## src/rtl/lite_timer_pkg.sv

```systemverilog
// Purpose: shared constants for the dual timebase lite timer
// Assumes: 32-bit AXI4-Lite data, one register per aligned word
// Notes:   register byte address is four times the register index
package lite_timer_pkg;

   // register indices; byte address = index * 4
   localparam logic [5:0] IDX_TB2_CSR     = 6'h0c;
   localparam logic [5:0] IDX_RELOAD      = 6'h0d;
   localparam logic [5:0] IDX_CNT2        = 6'h0e;
   localparam logic [5:0] IDX_TB1_CSR     = 6'h0f;
   localparam logic [5:0] IDX_CAPTURE     = 6'h10;
   localparam logic [5:0] IDX_IRQ_STATUS  = 6'h11;
   localparam logic [5:0] IDX_IRQ_CLEAR   = 6'h12;
   localparam logic [5:0] IDX_IRQ_ENABLE  = 6'h13;
   localparam logic [5:0] IDX_NONE        = 6'h3f;
   localparam int         ADDR_W          = 8;

   // timebase_two_ctrl_status fields
   localparam int BIT_TB2_FLAG  = 0;
   localparam int BIT_TB2_IE    = 1;
   // timebase_one_capture_ctrl_status fields
   localparam int BIT_TB1_FLAG  = 3;
   localparam int BIT_TB1_IE    = 4;
   localparam int BIT_PERIOD    = 5;
   localparam int BIT_CAP_FLAG  = 6;
   localparam int BIT_CAP_IE    = 7;
   // interrupt status / clear / enable layout
   localparam int EV_TB1        = 0;
   localparam int EV_TB2        = 1;
   localparam int EV_CAP        = 2;
   localparam int EV_W          = 3;
   localparam logic [2:0] IRQ_EN_RESET = 3'h7;

   // timing: counters step once per OSC_DIV clock cycles
   localparam int         OSC_DIV       = 32;
   localparam int         BASE_PERIOD   = 8000;
   localparam logic [4:0] PRESC_LAST    = 5'(OSC_DIV - 1);
   localparam logic [7:0] CNT1_LAST     = 8'(BASE_PERIOD / OSC_DIV - 1);
   localparam logic [7:0] CNT2_LAST     = 8'hff;

   localparam logic [7:0] RESET_BYTE    = 8'h00;
   localparam logic [1:0] RESP_OKAY     = 2'h0;
   localparam logic [1:0] RESP_SLVERR   = 2'h2;

endpackage

```

## src/rtl/dual_timebase_lite_timer.sv

```systemverilog
// Purpose: two 8-bit timebase counters with an 8-bit input capture, AXI4-Lite registers
// Assumes: CLK_SYS is the oscillator; HALT_MODE and CPU_IRQ_MASK come from CLK_SYS logic
// Notes:   flags also mirror into a sticky status word with write-one clear and enable
//
// Chosen here: the AXI4-Lite slave port.
module dual_timebase_lite_timer
   import lite_timer_pkg::*;
(
   input  wire logic                CLK_SYS,
   input  wire logic                RST_N,
   input  wire logic                HALT_MODE,
   input  wire logic                CPU_IRQ_MASK,
   input  wire logic                CAPTURE_EDGE_PIN,
   output      logic                IRQ,
   input  wire logic [ADDR_W-1:0]   AWADDR,
   input  wire logic                AWVALID,
   output      logic                AWREADY,
   input  wire logic [31:0]         WDATA,
   input  wire logic [3:0]          WSTRB,
   input  wire logic                WVALID,
   output      logic                WREADY,
   output      logic [1:0]          BRESP,
   output      logic                BVALID,
   input  wire logic                BREADY,
   input  wire logic [ADDR_W-1:0]   ARADDR,
   input  wire logic                ARVALID,
   output      logic                ARREADY,
   output      logic [31:0]         RDATA,
   output      logic [1:0]          RRESP,
   output      logic                RVALID,
   input  wire logic                RREADY
);

   typedef struct packed {
      logic [4:0]        presc;
      logic [7:0]        cnt1;
      logic              half;
      logic [7:0]        cnt2;
      logic [7:0]        reload;
      logic [7:0]        cap;
      logic              timebase_one_flag;
      logic              timebase_two_flag;
      logic              capture_flag;
      logic              timebase_one_irq_enable;
      logic              timebase_two_irq_enable;
      logic              capture_irq_enable;
      logic              period_select;
      logic [EV_W-1:0]   irq_en;
      logic              pin_s1;
      logic              pin_s2;
      logic              pin_s3;
      logic              aw_held;
      logic [ADDR_W-1:0] awaddr;
      logic              w_held;
      logic [7:0]        wdata;
      logic              wlane0;
      logic              awready;
      logic              wready;
      logic              bvalid;
      logic [1:0]        bresp;
      logic              arready;
      logic              rvalid;
      logic [31:0]       rdata;
      logic [1:0]        rresp;
      logic              irq;
   } state_s;

   state_s s_reg;
   state_s s_next;

   // word-aligned addresses map to an index; misaligned ones to nothing
   function automatic logic [5:0] reg_index(input logic [ADDR_W-1:0] addr);
      if (addr[1:0] != 2'h0)
         return IDX_NONE;
      return addr[ADDR_W-1:2];
   endfunction

   function automatic logic known_index(input logic [5:0] idx);
      return (idx >= IDX_TB2_CSR) && (idx <= IDX_IRQ_ENABLE);
   endfunction

   logic              tick;
   logic              cnt1_wrap;
   logic              tb1_evt;
   logic              cnt2_ovf;
   logic              cap_edge;
   logic              cap_evt;
   logic              rd_take;
   logic [5:0]        rd_idx;
   logic [5:0]        wr_idx;
   logic              wr_do;
   logic [7:0]        rd_byte;
   logic [EV_W-1:0]   flags;

   always_comb
   begin
      s_next = s_reg;
      flags = {s_reg.capture_flag, s_reg.timebase_two_flag, s_reg.timebase_one_flag};

      tick = (s_reg.presc == PRESC_LAST) && !HALT_MODE;
      if (!HALT_MODE)
      begin
         s_next.presc = s_reg.presc + 5'h01;
      end

      cnt1_wrap = tick && (s_reg.cnt1 == CNT1_LAST);
      if (tick)
      begin
         s_next.cnt1 = cnt1_wrap ? RESET_BYTE : s_reg.cnt1 + 8'h01;
      end
      // double period takes every other wrap
      if (cnt1_wrap)
      begin
         s_next.half = !s_reg.half;
      end
      tb1_evt = cnt1_wrap && (!s_reg.period_select || s_reg.half);

      cnt2_ovf = tick && (s_reg.cnt2 == CNT2_LAST);
      if (tick)
      begin
         // reload on overflow, reload value sampled only here
         s_next.cnt2 = cnt2_ovf ? s_reg.reload : s_reg.cnt2 + 8'h01;
      end

      // capture pin synchroniser; s3 is only for edge detection
      s_next.pin_s1 = CAPTURE_EDGE_PIN;
      s_next.pin_s2 = s_reg.pin_s1;
      s_next.pin_s3 = s_reg.pin_s2;
      cap_edge = s_reg.pin_s2 != s_reg.pin_s3;
      // edges ignored while capture flag is set
      cap_evt = cap_edge && !s_reg.capture_flag;
      if (cap_evt)
      begin
         s_next.cap = s_reg.cnt1;
      end

      // read channel
      rd_take = ARVALID && s_reg.arready;
      rd_idx = reg_index(ARADDR);
      case (rd_idx)
         IDX_TB2_CSR:    rd_byte = {6'h00, s_reg.timebase_two_irq_enable, s_reg.timebase_two_flag};
         IDX_RELOAD:     rd_byte = s_reg.reload;
         IDX_CNT2:       rd_byte = s_reg.cnt2;
         IDX_TB1_CSR:    rd_byte = {s_reg.capture_irq_enable, s_reg.capture_flag, s_reg.period_select,
                                    s_reg.timebase_one_irq_enable, s_reg.timebase_one_flag, 3'h0};
         IDX_CAPTURE:    rd_byte = s_reg.cap;
         IDX_IRQ_STATUS: rd_byte = {5'h00, flags};
         IDX_IRQ_ENABLE: rd_byte = {5'h00, s_reg.irq_en};
         default:        rd_byte = RESET_BYTE;
      endcase
      if (rd_take)
      begin
         s_next.rvalid = 1'b1;
         s_next.rdata = {24'h000000, rd_byte};
         s_next.rresp = known_index(rd_idx) ? RESP_OKAY : RESP_SLVERR;
         if (rd_idx == IDX_TB1_CSR)
         begin
            s_next.timebase_one_flag = 1'b0;
         end
         if (rd_idx == IDX_TB2_CSR)
         begin
            s_next.timebase_two_flag = 1'b0;
         end
         if (rd_idx == IDX_CAPTURE)
         begin
            s_next.capture_flag = 1'b0;
         end
      end
      else if (s_reg.rvalid && RREADY)
      begin
         s_next.rvalid = 1'b0;
      end
      s_next.arready = !s_next.rvalid;

      // write channel: address and data taken in either order
      if (AWVALID && s_reg.awready)
      begin
         s_next.aw_held = 1'b1;
         s_next.awaddr = AWADDR;
      end
      if (WVALID && s_reg.wready)
      begin
         s_next.w_held = 1'b1;
         s_next.wdata = WDATA[7:0];
         s_next.wlane0 = WSTRB[0];
      end
      wr_do = s_reg.aw_held && s_reg.w_held && !s_reg.bvalid;
      wr_idx = reg_index(s_reg.awaddr);
      if (wr_do)
      begin
         s_next.aw_held = 1'b0;
         s_next.w_held = 1'b0;
         s_next.bvalid = 1'b1;
         s_next.bresp = known_index(wr_idx) ? RESP_OKAY : RESP_SLVERR;
         // flag bits are not writable; reserved bits are dropped
         if (s_reg.wlane0)
         begin
            case (wr_idx)
               IDX_TB2_CSR:
               begin
                  s_next.timebase_two_irq_enable = s_reg.wdata[BIT_TB2_IE];
               end
               IDX_RELOAD:
               begin
                  s_next.reload = s_reg.wdata;
               end
               IDX_TB1_CSR:
               begin
                  s_next.capture_irq_enable = s_reg.wdata[BIT_CAP_IE];
                  s_next.period_select = s_reg.wdata[BIT_PERIOD];
                  s_next.timebase_one_irq_enable = s_reg.wdata[BIT_TB1_IE];
               end
               IDX_IRQ_CLEAR:
               begin
                  if (s_reg.wdata[EV_TB1])
                     s_next.timebase_one_flag = 1'b0;
                  if (s_reg.wdata[EV_TB2])
                     s_next.timebase_two_flag = 1'b0;
                  if (s_reg.wdata[EV_CAP])
                     s_next.capture_flag = 1'b0;
               end
               IDX_IRQ_ENABLE:
               begin
                  s_next.irq_en = s_reg.wdata[EV_W-1:0];
               end
               default:
               begin
               end
            endcase
         end
      end
      else if (s_reg.bvalid && BREADY)
      begin
         s_next.bvalid = 1'b0;
      end
      s_next.awready = !s_next.aw_held && !s_next.bvalid;
      s_next.wready = !s_next.w_held && !s_next.bvalid;

      // hardware sets come last so a set beats a clear in the same cycle
      // timebase one, timebase two and capture flag sets
      if (tb1_evt)
      begin
         s_next.timebase_one_flag = 1'b1;
      end
      if (cnt2_ovf)
      begin
         s_next.timebase_two_flag = 1'b1;
      end
      if (cap_evt)
      begin
         s_next.capture_flag = 1'b1;
      end

      // one shared interrupt, gated by enables and CPU mask
      s_next.irq = !CPU_IRQ_MASK && |({s_next.capture_flag, s_next.timebase_two_flag, s_next.timebase_one_flag}
                   & {s_next.capture_irq_enable, s_next.timebase_two_irq_enable, s_next.timebase_one_irq_enable} & s_next.irq_en);
   end

   always_ff @(posedge CLK_SYS)
   begin
      if (!RST_N)
      begin
         s_reg <= '0;
         s_reg.irq_en <= IRQ_EN_RESET;
         s_reg.awready <= 1'b1;
         s_reg.wready <= 1'b1;
         s_reg.arready <= 1'b1;
      end
      else
      begin
         s_reg <= s_next;
      end
   end

   assign IRQ = s_reg.irq;
   assign AWREADY = s_reg.awready;
   assign WREADY = s_reg.wready;
   assign BVALID = s_reg.bvalid;
   assign BRESP = s_reg.bresp;
   assign ARREADY = s_reg.arready;
   assign RVALID = s_reg.rvalid;
   assign RDATA = s_reg.rdata;
   assign RRESP = s_reg.rresp;
endmodule

```

## config.mk

```make
export PLATFORM = sky130hd
export DESIGN_NAME = dual_timebase_lite_timer
export DESIGN_NICKNAME = d
export VERILOG_FILES = /design/src/rtl/lite_timer_pkg.sv /design/src/rtl/dual_timebase_lite_timer.sv
export SDC_FILE = /design/constraint.sdc
export NUM_CORES = 1
export LEC_CHECK = 0
export BUFFER_PORTS_ARGS = -buffer_cell sky130_fd_sc_hd__buf_2
export CAP_MARGIN = 20
export CORE_UTILIZATION = 40
export DETAILED_ROUTE_END_ITERATION = 7
export PLACE_DENSITY = 0.75
export SLEW_MARGIN = 10
export SYNTH_ARGS = -nofsm -noshare
export SYNTH_HDL_FRONTEND = slang
export SYNTH_SLANG_ARGS = --single-unit
```

## constraint.sdc

```tcl
create_clock -name CLK_SYS -period 2.8 [get_ports CLK_SYS]
set_input_delay 0.28 -clock CLK_SYS [delete_from_list [all_inputs] [get_ports CLK_SYS]]
set_output_delay 0.28 -clock CLK_SYS [all_outputs]
set_load 0.01 [all_outputs]
```

==> summary.md, run 1 <==
| Metric | Value |
|---|---|
| Syn Inst Count | `approximately 470` |
| Main synth FF type | `dfxtp_1` |
| Maxcap violations | `0` |
| Skew-Pair Late Insertion Delay | `0.35 ns` |
| RSZ-0062 raised after global routing | `no` |
| CTS sink cnt | `86` |
| Met1 global-route usage | `between 20% and 30%` |
| Hold slack | `0.131 ns` |
| Worst setup SP type | `register` |
| Initial DRT Pass Iterations | `5` |
| YS warnings | `0` |
| Final Cell Area | `between 4000 and 5000 µm²` |
| FF-to-FF Start | `s_reg[107]$_SDFFE_PN0N_` |
| Initial core utilization | `approximately two fifths` |
| Clock-pin slew on the worst setup and hold paths | `0.08 ns` |
| H-tree Lvls | `3` |
| Met3 Track Usage GR | `under 10%` |
| FF/Latch Area | `1720 µm²` |
| Number of synthesized register bits | `86` |
| Post-synth EDFFs | `0` |
| Diodes inserted | `0` |
| Critical path's largest stage delay | `between 0.4 and 0.5 ns` |
| Crit. End Element | `register` |
| FFs w/ async S/R, synth | `0%` |
| Min-delay worst type | `in -> reg` |
| Die height | `slightly above 100 µm` |
| Crit path max-delay family | `simple AND/OR/NAND/NOR gates` |
| Number of distinct library cells after synthesis | `around 50` |
| Sequential area share after synthesis | `41.5%` |
| HP Start | `CAPTURE_EDGE_PIN` |
| Resize count post-CTS | `0` |
| Worst Setup SP | `s_reg[107]$_SDFFE_PN0N_` |
| Final worst path period share | `84.1%` |
| Share of the synthesized area in the top cell type | `roughly two fifths` |
| Final Setup Violations | `0` |
| Synth cell count leaders | `dfxtp_1, nand2_1, buf_4` |
| Leading area contributor after synthesis | `dfxtp_1` |
| FP Rows | `36` |
| 1st-iter DRT viols | `between 150 and 200` |
| WP data required | `between 3 and 4 ns` |
| Hold Violations, Final | `0` |
| FMAX | `0.424 GHz` |
| Setup_tns | `0 ns` |
| Grt total ovfl | `0` |
| Critical-path maximum fanout | `9` |
| DP HPWL | `6610 µm` |
| Pin count of the biggest net entering global routing | `60` |
| Headroom to the max-slew limit | `42.0%` |
| WS Path Type | `reg -> reg` |
| Post-DRT Antenna Nets | `0` |
| Power per cell area | `roughly 500 nW/µm²` |
| Num CTS Buffers | `9` |
| DR vias/cell | `5.13` |
| Hold_buf cts | `0` |
| Clock Skew | `0.00888 ns` |
| Area contributors post-synth | `dfxtp_1, buf_4, mux2i_1` |
| TritonCTS clock tree | `yes` |
| Crit path buf inv count | `0` |
| Largest register FFs | `65` |
| Post-DP Area | `4370 µm²` |
| Max Root-Sink Buffers | `2` |
| Post-CTS setup buffer count | `0` |
| Die area | `approximately 11000 µm²` |
| Synthesized area | `about 4100 µm²` |
| Worst vdd ir | `a little over 0.3 mV` |
| Port Buffers | `50` |
| Leak Pwr | `around 1.9 nW` |
| GPL Wtd Cong | `0.839` |
| Total wire length | `approximately 9000 µm` |
| Core region area | `between 9000 and 10000 µm²` |
| Status | `finished clean` |
| Slowest cell on crit path | `and3_1` |
| I/O pin cnt | `about 100` |
| Syn_area_per_cell | `a little under 9 µm²` |
| Initial antenna violation count | `0` |
| Area Growth Syn to Fin | `10.2%` |
| Layout Nets | `roughly 580` |
| Minimum clock period | `between 2 and 2.5 ns` |
| Most Crowded Layer GR | `met2` |
| CP arrival | `2.65 ns` |
| Multi-input gate area | `between 2000 and 2500 µm²` |
| Worst-Margin Slew | `roughly 0.87 ns` |
| Fill cell count | `roughly 960` |
| Critical-path cell list | `ha_1 -> and3_1 -> ha_1 -> nand4b_1 -> nor2_1 -> and3_1 -> a31oi_1 -> nor3_1 -> o311a_1` |
| Pins Over Slew Limit | `0` |
| Tot GR Track Use | `between 10% and 20%` |
| Clk root buf | `clkbuf_8` |
| Layout cells sized above 1 | `roughly 16%` |
| M2 GR Usage | `between 20% and 30%` |
| DR vias | `~3300` |
| Vias in the first global route | `roughly 3200` |
| Drt drc | `0` |
| Most instantiated library cell after synthesis | `dfxtp_1` |
| Global-route wire length before repair | `14800 µm` |
| WL per Instance | `around 14 µm` |
| Die width | `slightly above 100 µm` |
worst reg2reg max path, stage by stage, from the launching register on:
cell,delay [ns]
dfxtp_1,0.38
ha_1,0.17
and3_1,0.16
ha_1,0.19
nand4b_1,0.19
nor2_1,0.26
and3_1,0.45
a31oi_1,0.10
nor3_1,0.21
o311a_1,0.18
area by class of cell:
cell class                 count  share of cell area (%)
clock buffer                  11                    3.10
inverter                       9                   0.740
multi-input combinational    348                    46.9
clock inverter                 5                    1.29
tap                          133                    3.64
timing repair buffer          57                    6.63
sequential                    86                    37.7
kinds of logic (layout without fill, tap and decap cells):
group	Yosys count	after routing	synth area share (%)
simple gates	193	193	24.5
compound gates	86	86	14.4
flops	86	86	41.5
buf+inv	63	82	9.06
mux	27	27	6.52
xor+xnor	11	11	2.32
fa+ha+maj	5	5	1.51
other cells	1	26	0.0905
report_power, final:
part	total (W)	internal, W	switching (W)
Clock	0.000876	0.000437	0.000439
Combinational	0.000188	0.0000778	0.000110
Sequential	0.00129	0.00126	0.0000292
Total	0.00235	0.00177	0.000578
through the flow:
stage / power [W] / instances / worst slack, ns / utilization [%]
after floorplan: 0.00147 / 497 / 0.685 / -
after global placement: 0.00150 / 633 / 0.530 / 44.1
after detailed placement: 0.00151 / 633 / 0.498 / 44.1
after CTS: 0.00237 / 649 / 0.481 / 46.1
after global routing: 0.00246 / 649 / 0.287 / 46.1
final: 0.00235 / 649 / 0.444 / 46.1
layer usage:
layer / share of wire, % / vias to the layer above
li1: - / 1651
met1: 45 / 1550
met2: 47 / 116
met3: 5.8 / 14
met4: 1.8 / 0
met5: 0 / -
cells in the final DEF (no fill, tap or decap), types with 15 or more instances in the layout:
| cell | n |
|---|---|
| a21boi_0 | 23 |
| a22oi_1 | 18 |
| buf_2 | 50 |
| conb_1 | 26 |
| dfxtp_1 | 86 |
| mux2i_1 | 27 |
| nand2_1 | 66 |
| nor2_1 | 17 |
| nor2b_1 | 33 |
| nor3_1 | 15 |
| o21ai_0 | 15 |
path summary, 6_finish.rpt:
kind	endpoint	slack, ns	depth (start not counted)
min reg2reg	s_next[61]$_SDFF_PN0_	0.45	1
max	IRQ$_SDFF_PN0_	0.44	9
min	s_next[62]$_SDFF_PN0_	0.13	2
max reg2reg	IRQ$_SDFF_PN0_	0.44	9
(Power assumes the default switching activity.)
==> inputs of run 2 (changes only) <==
Settings changed: PLACE_DENSITY 0.75 to 0.77.
Clock period 2.8 ns to 2.1 ns, I/O delays scaled along.
==> summary.md, run 2 (synthesis results as in run 1) <==
| Metric | Value |
|---|---|
| End-of-flow core utilization | `49.6% (+3.5 points)` |
| Vias in the first global route | `3179 (-0.41%)` |
| Area Growth Syn to Fin | `18.7%` |
| Final worst path period share | `97.5% (+13 points)` |
| GPL Wtd Cong | `0.861 (+2.7%)` |
| DR vias/cell | `5.03 (-2.1%)` |
| Hold_buf cts | `0 (unchanged)` |
| Most Crowded Layer GR | `met2` |
| Post-DRT Antenna Nets | `0 (unchanged)` |
| Global-route wire length before repair | `15100 µm (+2.0%)` |
| Clock-pin slew on the worst setup and hold paths | `0.10 ns (+0.02 ns)` |
| Hold Path Cell Cnt | `2 (unchanged)` |
| Placed Cells incl. Taps | `658 (+3.9%)` |
| DR vias | `3412 (+2.4%)` |
| Grt total ovfl | `0 (unchanged)` |
| R2R Path End | `s_reg[91]$_SDFFE_PN0P_` |
| Post-Layout Cell Count | `679 (+4.6%)` |
| Layout Nets | `608 (+5.2%)` |
| Minimum clock period | `2.05 ns (-0.307 ns)` |
| 1st-iter DRT viols | `288 (+57%)` |
| Leak Pwr | `2.02 nW (+8.5%)` |
| Worst-Margin Slew | `0.527 ns (-0.343 ns)` |
| Port Buffers | `50 (unchanged)` |
| Pin count of the biggest net entering global routing | `79 (+32%)` |
| Worst vdd ir | `0.428 mV (+40%)` |
| WS Path Type | `reg -> reg` |
| H-tree Lvls | `3 (unchanged)` |
| Worst setup SP type | `register` |
| CTS sink cnt | `86 (unchanged)` |
| Headroom to the max-slew limit | `64.8% (+23 points)` |
| Die width | `104 µm (unchanged)` |
| Worst Setup SP | `s_reg[107]$_SDFFE_PN0N_` |
| Switching fraction of total power | `27.4% (+2.8 points)` |
| Final Setup Violations | `0 (unchanged)` |
| Combinational Power Share | `9.5% (+1.5 points)` |
| Met3 Track Usage GR | `3.65% (-0.76 points)` |
| TritonCTS clock tree | `yes` |
| DP HPWL | `6660 µm (+0.84%)` |
| Sw Pwr | `0.000858 W (+48%)` |
| Status | `finished clean` |
| Min-delay worst type | `in -> reg` |
| Max Root-Sink Buffers | `2 (unchanged)` |
| WL per Instance | `13.5 µm (-0.51%)` |
| Core region area | `9910 µm² (unchanged)` |
| HP Start | `CAPTURE_EDGE_PIN` |
| Largest register FFs | `65 (unchanged)` |
| I/O pin cnt | `104 (unchanged)` |
| Maxcap violations | `0 (unchanged)` |
| Skew-Pair Late Insertion Delay | `0.37 ns (+0.02 ns)` |
| Diodes inserted | `0 (unchanged)` |
| WP data required | `2.37 ns (-0.73 ns)` |
| FP Rows | `36 (unchanged)` |
| Pins Over Slew Limit | `0 (unchanged)` |
| P_int | `0.00227 W (+28%)` |
| Initial core utilization | `41.8% (unchanged)` |
| Tot GR Track Use | `17.4% (+0.45 points)` |
| Clock Skew | `0.0106 ns (+0.00172 ns)` |
| Clk root buf | `clkbuf_8` |
| FF-to-FF Start | `s_reg[107]$_SDFFE_PN0N_` |
| Critical-path maximum fanout | `7 (-2)` |
| Fill cell count | `920 (-3.8%)` |
| Met1 global-route usage | `22.6% (+1.5 points)` |
| Crit. End Element | `register` |
| Layout cells sized above 1 | `24.5% (+8.8 points)` |
| Hold Violations, Final | `0 (unchanged)` |
| Total wire length | `9170 µm (+4.1%)` |
| Seq pwr share | `54.8% (about the same)` |
| Die area | `10800 µm² (unchanged)` |
| R2R Setup Slk | `0.05 ns (-0.39 ns)` |
| FMAX | `0.488 GHz (+15%)` |
| CP arrival | `2.32 ns (-0.33 ns)` |
| Initial DRT Pass Iterations | `5 (unchanged)` |
| Initial antenna violation count | `0 (unchanged)` |
| Drt drc | `0 (unchanged)` |
| Die height | `104 µm (unchanged)` |
| Clock share of power | `35.7% (-1.6 points)` |
| Commonest non-fill, non-tap cell in the layout | `dfxtp_1` |
| Worst Reg2Reg Path Length in Cells | `10 (+1)` |
| Most frequent cells in the layout | `dfxtp_1, nand2_1, buf_2, buf_4, nor2b_1` |
| Num CTS Buffers | `9 (unchanged)` |
| End of the worst hold path | `s_next[62]$_SDFF_PN0_` |
| M2 GR Usage | `28.7% (+0.91 points)` |
| Power per cell area | `636 nW/µm² (+24%)` |
-- run 2: layer usage --
metal  share of wire, %  vias to the layer above  wire length, µm
met2                 47                      122             4320
li1                   -                     1707                -
met4                1.6                        0              147
met5                  0                        -                0
met1                 46                     1564             4230
met3                5.1                       19              469
-- run 2: metrics by stage --
stage | hold WS [ns] | cell area [µm²] | total power (W) | setup TNS, ns | setup WS [ns]
finish | 0.0486 | 4920 | 0.00313 | 0 | 0.0516
detailed placement | 0.423 | 4570 | 0.00204 | -0.0551 | -0.0551
global route | 0.0647 | 4920 | 0.00327 | -0.185 | -0.0669
CTS | 0.0405 | 4790 | 0.00315 | 0 | 0.0167
global placement | 0.418 | 4570 | 0.00202 | -0.0357 | -0.0357
floorplan | 0.337 | 4240 | 0.00196 | 0 | 0.00573
-- run 2: worst max path at each step --
stage	slack, ns	cells after the start	to
after floorplan	0.006	10	IRQ$_SDFF_PN0_
after global placement	-0.04	7	IRQ$_SDFF_PN0_
after detailed placement	-0.06	8	IRQ$_SDFF_PN0_
after CTS	0.02	7	IRQ$_SDFF_PN0_
after global routing	-0.07	10	s_reg[91]$_SDFFE_PN0P_
final	0.05	10	s_reg[91]$_SDFFE_PN0P_
-- run 2: power by group through the flow --
stage | logic, W | registers, W | clock network [W]
floorplan | 0.000211 | 0.00175 | 0
global placement | 0.000279 | 0.00175 | 0
detailed placement | 0.000288 | 0.00175 | 0
CTS | 0.000292 | 0.00171 | 0.00114
global route | 0.000330 | 0.00172 | 0.00122
finish | 0.000297 | 0.00172 | 0.00112
-- run 2: final cells by class --
type / instances / area [µm²] / area share [%]
Multi-Input combinational cell: 348 / 2260 / 45.9
Sequential cell: 86 / 1720 / 35.1
Timing Repair Buffer: 87 / 544 / 11.1
Tap cell: 133 / 166 / 3.38
Clock buffer: 9 / 124 / 2.52
Clock inverter: 7 / 66.3 / 1.35
Inverter: 9 / 33.8 / 0.687
-- run 2: timing repair --
item,CTS,global route
buffers inserted,0,5
gates resized for setup,6,22
pin swaps,0,5
endpoints found under the setup margin,1,11
-- run 2: worst max-delay path: stages, from the launching register on --
cell      delay [ns]
dfxtp_1         0.35
ha_1            0.17
and3_1          0.17
ha_2            0.20
nand4b_1        0.16
nor2_2          0.16
and3_4          0.23
buf_4           0.15
mux2i_1         0.18
nand2_1         0.07
o211a_1         0.12
==> inputs of run 3 (changes only) <==
Settings changed: PLACE_DENSITY 0.77 to 0.75.
Clock period 2.1 ns to 1.9 ns, I/O delays scaled along.
==> summary.md, run 3 (synthesis results as in run 1) <==
| Metric | Value |
|---|---|
| Num CTS Buffers | `9 (unchanged)` |
| Seq pwr share | `53.1% (-1.7 points)` |
| Tot GR Track Use | `18.1% (+0.67 points)` |
| Clk root buf | `clkbuf_8` |
| End-of-flow core utilization | `51.6% (+2.0 points)` |
| Total wire length | `9740 µm (+6.3%)` |
| Headroom to the max-slew limit | `55.2% (-9.5 points)` |
| Pwr Total | `0.00358 W (+14%)` |
| Setup_tns | `-0.375 ns (-0.375 ns)` |
| Power per cell area | `700 nW/µm² (+10%)` |
| Placed Cells incl. Taps | `670 (+1.8%)` |
| Layout cells sized above 1 | `29.2% (+4.6 points)` |
| TritonCTS clock tree | `yes` |
| P_int | `0.00264 W (+16%)` |
| WP data required | `2.15 ns (-0.22 ns)` |
| Violated checks | `setup timing` |
| Layout Nets | `624 (+2.6%)` |
| Post-Layout Cell Count | `695 (+2.4%)` |
| Global-route wire length before repair | `15800 µm (+4.7%)` |
| Minimum clock period | `2.10 ns (+0.0496 ns)` |
| Hold Violations, Final | `0 (unchanged)` |
| CP arrival | `2.35 ns (+0.03 ns)` |
| Initial antenna violation count | `0 (unchanged)` |
| I/O pin cnt | `104 (unchanged)` |
| Min-delay worst type | `in -> reg` |
| Max Root-Sink Buffers | `2 (unchanged)` |
| Port Buffers | `50 (unchanged)` |
| Post-DRT Antenna Nets | `0 (unchanged)` |
| Pin count of the biggest net entering global routing | `38 (-52%)` |
| Status | `complete, but fails checks` |
| Worst setup SP type | `register` |
| 1st-iter DRT viols | `164 (-43%)` |
| RSZ-0062 raised after global routing | `yes` |
| Grt total ovfl | `0 (unchanged)` |
| Commonest non-fill, non-tap cell in the layout | `dfxtp_1` |
| WL per Instance | `14.0 µm (+3.8%)` |
| Most frequent cells in the layout | `dfxtp_1, nand2_1, buf_2, buf_4, nor2b_1` |
| Clock-pin slew on the worst setup and hold paths | `0.10 ns (about the same)` |
| WS Path Type | `reg -> reg` |
| H-tree Lvls | `3 (unchanged)` |
| Worst vdd ir | `0.440 mV (+2.9%)` |
| Skew-Pair Late Insertion Delay | `0.36 ns (about the same)` |
| Clock Skew | `0.0121 ns (+0.00147 ns)` |
| FP Rows | `36 (unchanged)` |
| Area Growth Syn to Fin | `23.5%` |
| Leak Pwr | `2.12 nW (+4.9%)` |
| Worst Setup Slack, final | `-0.198 ns (-0.250 ns)` |
| Clock share of power | `37.2% (+1.5 points)` |
| Initial core utilization | `41.8% (unchanged)` |
| CTS sink cnt | `86 (unchanged)` |
| Maxcap violations | `0 (unchanged)` |
| Crit. End Element | `register` |
| Die height | `104 µm (unchanged)` |
| Vias in the first global route | `3307 (+4.0%)` |
| Drt drc | `0 (unchanged)` |
| Final worst path period share | `110% (+13 points)` |
| DR vias/cell | `5.00 (-0.44%)` |
| GPL Wtd Cong | `0.879 (+2.1%)` |
| Critical-path maximum fanout | `5 (-2)` |
| Final Setup Violations | `3 (+3)` |
| Pins Over Slew Limit | `0 (unchanged)` |
| Die area | `10800 µm² (unchanged)` |
| DR vias | `3477 (+1.9%)` |
| DP HPWL | `7100 µm (+6.5%)` |
| Initial DRT Pass Iterations | `5 (unchanged)` |
| FMAX | `0.477 GHz (-2.4%)` |
| Largest register FFs | `65 (unchanged)` |
| Switching fraction of total power | `26.1% (-1.3 points)` |
| Die width | `104 µm (unchanged)` |
| Diodes inserted | `0 (unchanged)` |
| Combinational Power Share | `9.7% (+0.2 points)` |
| Core region area | `9910 µm² (unchanged)` |
| Worst-Margin Slew | `0.672 ns (+0.144 ns)` |
| Sw Pwr | `0.000935 W (+9.0%)` |
==> run 3: cell count changes in the layout (fill, tap and decap cells not counted), sizes merged <==
| cell | delta |
|---|---|
| inv | -1 |
| bufinv | +1 |
| buf | +16 |
==> run 3: per-layer routing <==
| metal | vias to the layer above | track usage [%] | part of all wire [%] |
|---|---|---|---|
| met5 | - | 0 | 0 |
| met4 | 0 | 5.10 | 1.2 |
| met3 | 12 | 3.78 | 3.8 |
| met2 | 88 | 30.6 | 49 |
| met1 | 1628 | 23.2 | 46 |
| li1 | 1749 | - | - |
==> run 3: per-stage QoR <==
stage | setup WS (ns) | hold slack (ns) | cell area (µm²)
floorplan | -0.107 | 0.317 | 4250
global placement | -0.185 | 0.414 | 4650
detailed placement | -0.275 | 0.416 | 4650
CTS | -0.159 | 0.0340 | 4940
global route | -0.238 | 0.0503 | 5120
finish | -0.198 | 0.0434 | 5120
==> run 3: power by group through the flow <==
| stage | clock [W] | sequential (W) | combinational, W |
|---|---|---|---|
| final | 0.00133 | 0.00190 | 0.000348 |
| after global routing | 0.00144 | 0.00191 | 0.000387 |
| after CTS | 0.00137 | 0.00189 | 0.000335 |
| after detailed placement | 0 | 0.00193 | 0.000325 |
| after global placement | 0 | 0.00193 | 0.000315 |
| after floorplan | 0 | 0.00193 | 0.000234 |
==> run 3: cell type report <==
cell class                      instances  area, µm²
Tap cell                              133        166
Inverter                                9       33.8
Clock inverter                          7       81.3
Timing Repair Buffer                  103        667
Clock buffer                            9        124
Sequential cell                        86       1730
Multi-Input combinational cell        348       2320
Fill cell                             901       4790
==> run 3: path summary, 6_finish.rpt <==
kind	from	end	slack [ns]	cells past startpoint
max	s_reg[53]$_SDFFE_PN0P_	IRQ$_SDFF_PN0_	-0.20	5
min	CAPTURE_EDGE_PIN	s_next[62]$_SDFF_PN0_	0.04	2
max reg2reg	s_reg[53]$_SDFFE_PN0P_	IRQ$_SDFF_PN0_	-0.20	5
min reg2reg	s_next[62]$_SDFF_PN0_	s_next[61]$_SDFF_PN0_	0.44	1
==> run 3: critical path: stages (launching register included) <==
cell,delay (ns)
dfxtp_2,0.34
or3_4,0.39
or4_4,0.64
mux2i_4,0.22
nor3_2,0.06
o311a_1,0.33
==> run 3: repair_timing <==
item	CTS	global route
hold buffers	0	0
cloned	0	0
setup endpoints to repair	10	19
pin swaps	7	8
gates resized for setup	14	31
buffers inserted	4	5
